$ cat config.mk
export PLATFORM = sky130hd
export DESIGN_NAME = ssr_status_byte
export DESIGN_NICKNAME = d
export VERILOG_FILES = /design/src/verilog/ssr_pkg.sv /design/src/verilog/ssr_status_byte.sv /design/src/verilog/ssr_op_cond.sv /design/src/verilog/ssr_srq_gen.sv
export SDC_FILE = /design/constraint.sdc
export NUM_CORES = 1
export LEC_CHECK = 0
export CAP_MARGIN = 20
export CORE_MARGIN = 5
export CORE_UTILIZATION = 60
export CTS_BUF_LIST = sky130_fd_sc_hd__clkbuf_8
export CTS_CLUSTER_DIAMETER = 120
export DETAILED_ROUTE_END_ITERATION = 12
export DONT_BUFFER_PORTS = 1
export PLACE_DENSITY_LB_ADDON = 0.1
export REMOVE_ABC_BUFFERS = 1
export SETUP_SLACK_MARGIN = 0.4
export SLEW_MARGIN = 10
export SYNTH_ARGS = -nofsm -noshare
export SYNTH_HDL_FRONTEND = slang
export SYNTH_SLANG_ARGS = --single-unit
$ cat constraint.sdc
create_clock -name ref_clk_i -period 3.8 [get_ports ref_clk_i]
set_clock_uncertainty 0.1 [all_clocks]
set_input_delay 0.19 -clock ref_clk_i [delete_from_list [all_inputs] [get_ports ref_clk_i]]
set_output_delay 0.19 -clock ref_clk_i [all_outputs]
set_load 0.01 [all_outputs]
$ cat src/verilog/ssr_pkg.sv
// status byte / service request package: bit positions, reset values, types
// assumes a single 100 MHz clock domain; no register bus, registers on ports
`default_nettype none
package ssr_pkg;

  // ************************************************************
  // status byte layout
  // ************************************************************
  localparam int unsigned SB_W = 8;
  localparam int unsigned SB_OPER_BIT = 7;
  localparam int unsigned SB_REQUEST_BIT = 6;
  localparam int unsigned SB_ESB_BIT = 5;
  localparam int unsigned SB_PENDING_BIT = 4;
  localparam logic [7:0] SB_SUMMARY_MASK = 8'hB0;  // bits 7,5,4 only
  localparam logic [7:0] MASK_RESET = 8'h00;
  localparam logic [7:0] SB_ZERO = 8'h00;

  // ************************************************************
  // operation condition / event layout
  // ************************************************************
  localparam int unsigned OC_W = 16;
  localparam int unsigned OC_MEAS_BIT = 4;
  localparam int unsigned OC_SWEEP_BIT = 3;
  localparam int unsigned OC_CORR_BIT = 0;
  localparam logic [15:0] OC_VALID_MASK = 16'h0019;
  localparam logic [15:0] OC_ZERO = 16'h0000;

  // live device states feeding the condition register
  typedef struct packed {
    logic measuring;
    logic sweeping;
    logic corr_measuring;
  } ssr_dev_state_t;

  // requests from the message layer
  typedef struct packed {
    logic serial_poll;   // poll handshake, one-cycle pulse
    logic stb_query;     // status byte query, one-cycle pulse
    logic mask_write;    // load service request mask
    logic [7:0] mask_data;
  } ssr_req_t;

  typedef enum logic {SSR_IDLE, SSR_PENDING} ssr_srq_state_t;

endpackage : ssr_pkg
`default_nettype wire

$ cat src/verilog/ssr_status_byte.sv
// status byte, service request mask and operation condition register
// assumes the message layer drives poll/query pulses and summary inputs
// What this block does
// serial poll shows request flag in bit 6
// status query shows master summary in bit 6
// master summary clears when all enabled sources clear
// status query changes neither flag
// bit 5 follows enabled standard event summary
// bit 4 follows pending output data
// enabled set status bit requests service
// mask is 8 bits, one per status bit
// mask resets to zero
// bits 0-3 read zero, mask bits stored
// mask bit 6 ignored
// operation group summarizes into bit 7
// condition register 16 bits, unused bits zero
// condition bits track live states
// bit 4 is measuring
// bit 3 is list sweeping
// bit 0 is correction measuring
// reading condition does not clear it
// bit 7 follows enabled operation events
// serial poll clears only the request flag
// events latch on condition falling edge
// request flag held until serial poll
`timescale 1ns/10ps
`default_nettype none
module ssr_status_byte
  import ssr_pkg::*;
(
  input wire logic ref_clk_i,
  input wire logic rst_n_i,
  input wire logic clk_en_i,
  input wire ssr_req_t req_i,
  input wire ssr_dev_state_t dev_state_i,
  input wire logic esr_summary_i,
  input wire logic output_pending_flag_i,
  input wire logic [15:0] oper_event_enable_i,
  input wire logic oper_event_clear_i,
  output logic [7:0] poll_status_byte_o,
  output logic poll_valid_o,
  output logic [7:0] query_status_byte_o,
  output logic query_valid_o,
  output logic [7:0] service_request_mask_o,
  output logic [15:0] operation_condition_o,
  output logic [15:0] operation_event_o,
  output logic srq_o,
  output logic master_summary_flag_o
);

  // ************************************************************
  // helpers
  // ************************************************************
  // composes a status byte with a chosen bit 6
  function automatic logic [7:0] sb_compose(input logic [7:0] sum,
                                            input logic bit6);
    logic [7:0] b;
    b = sum & SB_SUMMARY_MASK;
    b[SB_REQUEST_BIT] = bit6;
    return b;
  endfunction : sb_compose

  // ************************************************************
  // service request mask
  // ************************************************************
  logic [7:0] service_request_mask;

  // all eight bits stored as written; bit 6 dropped downstream
  always_ff @(posedge ref_clk_i or negedge rst_n_i) begin
    if (!rst_n_i) begin
      service_request_mask <= MASK_RESET;
    end else if (clk_en_i && req_i.mask_write) begin
      service_request_mask <= req_i.mask_data;
    end
  end

  assign service_request_mask_o = service_request_mask;

  // ************************************************************
  // operation status group
  // ************************************************************
  logic [15:0] cond;
  logic [15:0] fall;
  logic [15:0] oper_event;

  ssr_op_cond u_op_cond (
    .ref_clk_i(ref_clk_i),
    .rst_n_i(rst_n_i),
    .clk_en_i(clk_en_i),
    .dev_state_i(dev_state_i),
    .cond_o(cond),
    .fall_o(fall)
  );

  // sticky events; a falling edge in the clear cycle is kept
  always_ff @(posedge ref_clk_i or negedge rst_n_i) begin
    if (!rst_n_i) begin
      oper_event <= OC_ZERO;
    end else if (clk_en_i) begin
      if (oper_event_clear_i) begin
        oper_event <= fall & OC_VALID_MASK;
      end else begin
        oper_event <= (oper_event | fall) & OC_VALID_MASK;
      end
    end
  end

  assign operation_condition_o = cond;
  assign operation_event_o = oper_event;

  // ************************************************************
  // status byte summary bits
  // ************************************************************
  logic [7:0] summary;

  // live levels, no poll term, so polling cannot clear them
  always_comb begin
    summary = SB_ZERO;
    summary[SB_OPER_BIT] = |(oper_event & oper_event_enable_i);
    summary[SB_ESB_BIT] = esr_summary_i;
    summary[SB_PENDING_BIT] = output_pending_flag_i;
  end

  // ************************************************************
  // request and master summary
  // ************************************************************
  logic request_service_flag;
  logic master_summary_flag;

  ssr_srq_gen u_srq_gen (
    .ref_clk_i(ref_clk_i),
    .rst_n_i(rst_n_i),
    .clk_en_i(clk_en_i),
    .summary_i(summary),
    .mask_i(service_request_mask),
    .serial_poll_i(req_i.serial_poll),
    .req_flag_o(request_service_flag)
  );

  // level; falls only when every enabled summary source is zero
  assign master_summary_flag =
    |(summary & service_request_mask & SB_SUMMARY_MASK);
  assign master_summary_flag_o = master_summary_flag;
  // line held while the request flag stands
  assign srq_o = request_service_flag;

  // ************************************************************
  // read answers
  // ************************************************************
  // poll byte captures the flag before the poll clears it
  always_ff @(posedge ref_clk_i or negedge rst_n_i) begin
    if (!rst_n_i) begin
      poll_status_byte_o <= SB_ZERO;
    end else if (clk_en_i && req_i.serial_poll) begin
      poll_status_byte_o <=
        sb_compose(summary, request_service_flag);
    end
  end

  // query has no side effect on either flag
  always_ff @(posedge ref_clk_i or negedge rst_n_i) begin
    if (!rst_n_i) begin
      query_status_byte_o <= SB_ZERO;
    end else if (clk_en_i && req_i.stb_query) begin
      query_status_byte_o <=
        sb_compose(summary, master_summary_flag);
    end
  end

  // valid strobes, one cycle after the request
  always_ff @(posedge ref_clk_i or negedge rst_n_i) begin
    if (!rst_n_i) begin
      poll_valid_o <= 1'b0;
      query_valid_o <= 1'b0;
    end else if (clk_en_i) begin
      poll_valid_o <= req_i.serial_poll;
      query_valid_o <= req_i.stb_query;
    end
  end

endmodule : ssr_status_byte
`default_nettype wire

$ cat src/verilog/ssr_op_cond.sv
// operation condition register with negative-edge event detect
// assumes dev state inputs synchronous to ref_clk_i
`timescale 1ns/10ps
`default_nettype none
module ssr_op_cond
  import ssr_pkg::*;
(
  input wire logic ref_clk_i,
  input wire logic rst_n_i,
  input wire logic clk_en_i,
  input wire ssr_dev_state_t dev_state_i,
  output logic [15:0] cond_o,
  output logic [15:0] fall_o
);

  // ************************************************************
  // condition register and falling edge
  // ************************************************************
  logic [15:0] next_cond;

  // only three live states exist, all other bits tied low
  always_comb begin
    next_cond = OC_ZERO;
    next_cond[OC_MEAS_BIT] = dev_state_i.measuring;
    next_cond[OC_SWEEP_BIT] = dev_state_i.sweeping;
    next_cond[OC_CORR_BIT] = dev_state_i.corr_measuring;
  end

  // follows the states both ways; reads never touch it
  always_ff @(posedge ref_clk_i or negedge rst_n_i) begin
    if (!rst_n_i) begin
      cond_o <= OC_ZERO;
    end else if (clk_en_i) begin
      cond_o <= next_cond & OC_VALID_MASK;
    end
  end

  // one-to-zero transitions only
  assign fall_o = clk_en_i ? (cond_o & ~next_cond) : OC_ZERO;

endmodule : ssr_op_cond
`default_nettype wire

$ cat src/verilog/ssr_srq_gen.sv
// service request generator: sets the request flag on a new enabled cause
// assumes poll pulses come from the bus handshake of the same clock
`timescale 1ns/10ps
`default_nettype none
module ssr_srq_gen
  import ssr_pkg::*;
(
  input wire logic ref_clk_i,
  input wire logic rst_n_i,
  input wire logic clk_en_i,
  input wire logic [7:0] summary_i,
  input wire logic [7:0] mask_i,
  input wire logic serial_poll_i,
  output logic req_flag_o
);

  // ************************************************************
  // request flag
  // ************************************************************
  logic [7:0] enabled;
  logic [7:0] enabled_q;
  logic new_cause;
  ssr_srq_state_t state;

  // bit 6 of the mask is dropped here, bits 0-3 are zero in summary
  assign enabled = summary_i & mask_i & SB_SUMMARY_MASK;
  assign new_cause = |(enabled & ~enabled_q);

  always_ff @(posedge ref_clk_i or negedge rst_n_i) begin
    if (!rst_n_i) begin
      enabled_q <= SB_ZERO;
    end else if (clk_en_i) begin
      enabled_q <= enabled;
    end
  end

  // a new cause in the poll cycle wins, so it is never lost
  always_ff @(posedge ref_clk_i or negedge rst_n_i) begin
    if (!rst_n_i) begin
      state <= SSR_IDLE;
    end else if (clk_en_i) begin
      unique case (state)
        SSR_IDLE: begin
          if (new_cause) begin
            state <= SSR_PENDING;
          end
        end
        SSR_PENDING: begin
          if (serial_poll_i && !new_cause) begin
            state <= SSR_IDLE;
          end
        end
      endcase
    end
  end

  assign req_flag_o = (state == SSR_PENDING);

endmodule : ssr_srq_gen
`default_nettype wire

==> results.yml <==
place:
  numPortBuffers: 0
  globalplace.congestion: 0.822
  pre_cts_slack_ns: 2.12
  placed_cell_area_mm2: 0.00125
  dpl.hpwl_um: 1800
yosys:
  syn_area_mm2: 0.00136
  syn_avg_cell_area_um2: 11.3
  ys_seq_area_frac: 0.517
  synthDistinctLibCells: 19
  ys_ff_latch: 28
  synth_cells: 120
  yosys_warnings: 0
clocking:
  h-tree-depth: 1
  clkTransAtPathRegs_ns: 0.09
  hold_buffers: 17
  cts_tree: "built"
  cts_made_buffers: 3
  root_buffer: "clkbuf_8"
  post_cts_buffers: 0
  clkSinkCount: 28
  clk_latency_ns: 0.27
  clk_path_buf_depth: 2
  cts-resized-gates: 0
finish:
  syn2layout_area_growth_pct: 10.7
  finalInstanceArea_mm2: 0.00150
  n_fill_cell: 171
  fin_nets: 175
  utilization: 0.685
  most-common-layout-cells: "conb_1, dfrtp_1, mux2_2, dlygate4sd3_1, nand2_1"
  diodes: 0
  seq_area_um2: 701
  drive_above_1_share: 0.159
  layout_commonest_cell: "conb_1"
  multiInputGateArea_um2: 488
worst_setup_path:
  rr_worst_depth: 3
  regToRegSetupSlack_ns: 2.21
  cp-start-kind: "register"
  reg2reg_to: "u_srq_gen.req_flag_o"
  cp-endpoint: "master_summary_flag_o"
  arrival_ns: 1.65
  regToRegStartpoint: "operation_event_o[0]"
  endpoint_kind: "primary output"
  timing_worst_setup_path_type: "reg -> out"
  cp_max_fo: 4
  worstPathRequired_ns: 3.51
  critical_path.startpoint: "operation_event_o[0]"
timing:
  post-route-period-util: 0.511
  worstMarginPinSlew_ns: 0.560
  fmax_ghz: 0.515
  layout_setup_ws_ns: 1.86
  layout_min_cycle_time_ns: 1.94
  hold_violations: 0
  slew_headroom: 0.626
  setup_violations: 0
  fin_tns_setup_ns: 0
  slew_violations: 0
  grt_setup_unrepaired: "false"
grt:
  gr-total-overflow: 0
  grt_pass1_vias: 845
  antenna_found_initial: 0
  track_usage: 0.157
  grt_max_degree: 29
  grt_pass1_wl_um: 4100
floorplan:
  initial_core_util: 0.619
  coreArea_mm2: 0.00219
  die_h_um: 57.5
  io_pins: 96
  die_w_um: 57.5
  die-area_mm2: 0.00331
  num_rows: 17
flow_run:
  cap_violations: 0
drt:
  first_pass_iters: 4
  num_vias: 826
  vias_per_cell: 4.98
  drc: 0
  routed_wl_um: 2540
  drtIter0Drc: 14
  wl_per_cell_um: 15.3
  final_antenna_net_count: 0
run_status:
  status: "finished, final reports clean"
power_and_ir_drop:
  p_total_uw: 735
  powerDensity_mw_per_mm2: 490
  p_leak_nw: 0.721
  ir_drop_mv: 0.298
min_path:
  hold_path_class: "in -> reg"
  holdCritStartpoint: "dev_state_i[2]"
[layer usage]
metal / vias to the layer above / GRT usage / wire, um
met2: 56 / 0.285 / 1260
met1: 400 / 0.175 / 887
met5: - / 0 / 0
met4: 0 / 0.0397 / 11
li1: 368 / - / -
met3: 2 / 0.0520 / 378
[synthesized netlist by cell type]
cell | number | area share
nor3_1 | 1 | 0.0037
nand2_1 | 10 | 0.028
mux2i_1 | 1 | 0.0074
a21oi_1 | 2 | 0.0074
and3b_1 | 1 | 0.0065
a32o_1 | 2 | 0.015
o21ai_0 | 7 | 0.026
nand2b_1 | 1 | 0.0046
inv_1 | 7 | 0.019
dfrtp_1 | 28 | 0.52
conb_1 | 1 | 0.0028
a221o_1 | 1 | 0.0074
a222oi_1 | 1 | 0.0074
nand3_1 | 3 | 0.011
buf_4 | 34 | 0.19
nand2_2 | 1 | 0.0046
buf_2 | 2 | 0.0074
mux2_2 | 16 | 0.13
o22ai_1 | 1 | 0.0046
[cell type report]
class,count,area share
clock inverter,1,0.0200
clock buffer,3,0.0275
sequential,28,0.467
timing repair buffer,17,0.120
inverter,7,0.0175
tap,28,0.0233
multi-input combinational,82,0.325
[worst min path at each step]
stage                      endpoint  slack [ns]  cells past startpoint
2_1_floorplan  operation_event_o[0]       -0.21                      0
3_3_place_gp    u_op_cond.cond_o[4]       -0.20                      0
3_5_place_dp    u_op_cond.cond_o[4]       -0.20                      0
4_1_cts        operation_event_o[4]        0.02                      2
5_1_grt        operation_event_o[0]        0.03                      2
6_report       operation_event_o[4]        0.03                      2
[worst max-delay path: stages (launching register included)]
cell and delay, ns:
dfrtp_1 0.44, a222oi_1 0.55, nand2b_1 0.23, nand3_1 0.16
[sequential cells by signal (all words and copies together), names as in the netlist]
name                    cells
service_request_mask_o      8
poll_status_byte_o          4
query_status_byte_o         4
operation_event_o           3
u_op_cond.cond_o            3
u_srq_gen.enabled_q         3
poll_valid_o                1
query_valid_o               1
u_srq_gen.req_flag_o        1
[report_power, final]
group | internal [mW] | leakage [nW] | total (mW) | switching, mW
Sequential | 0.344 | 0.335 | 0.402 | 0.0578
Clock | 0.141 | 0.0357 | 0.229 | 0.0880
Combinational | 0.0506 | 0.350 | 0.104 | 0.0539
[kinds of logic after synthesis]
logic type             share of synthesized area
AO/OA/AOI/OAI                             0.0673
buffers and inverters                      0.215
flip-flops                                 0.517
multiplexers                               0.140
other                                    0.00276
AND/OR/NAND/NOR                           0.0581
[through the flow]
step                instances  hold slack [ns]
floorplan                 117           -0.206
detailed placement        145           -0.205
CTS                       166           0.0209
finish                    166           0.0348
global route              166           0.0319
global placement          145           -0.205
No activity file was read; power rests on OpenSTA's default activity.
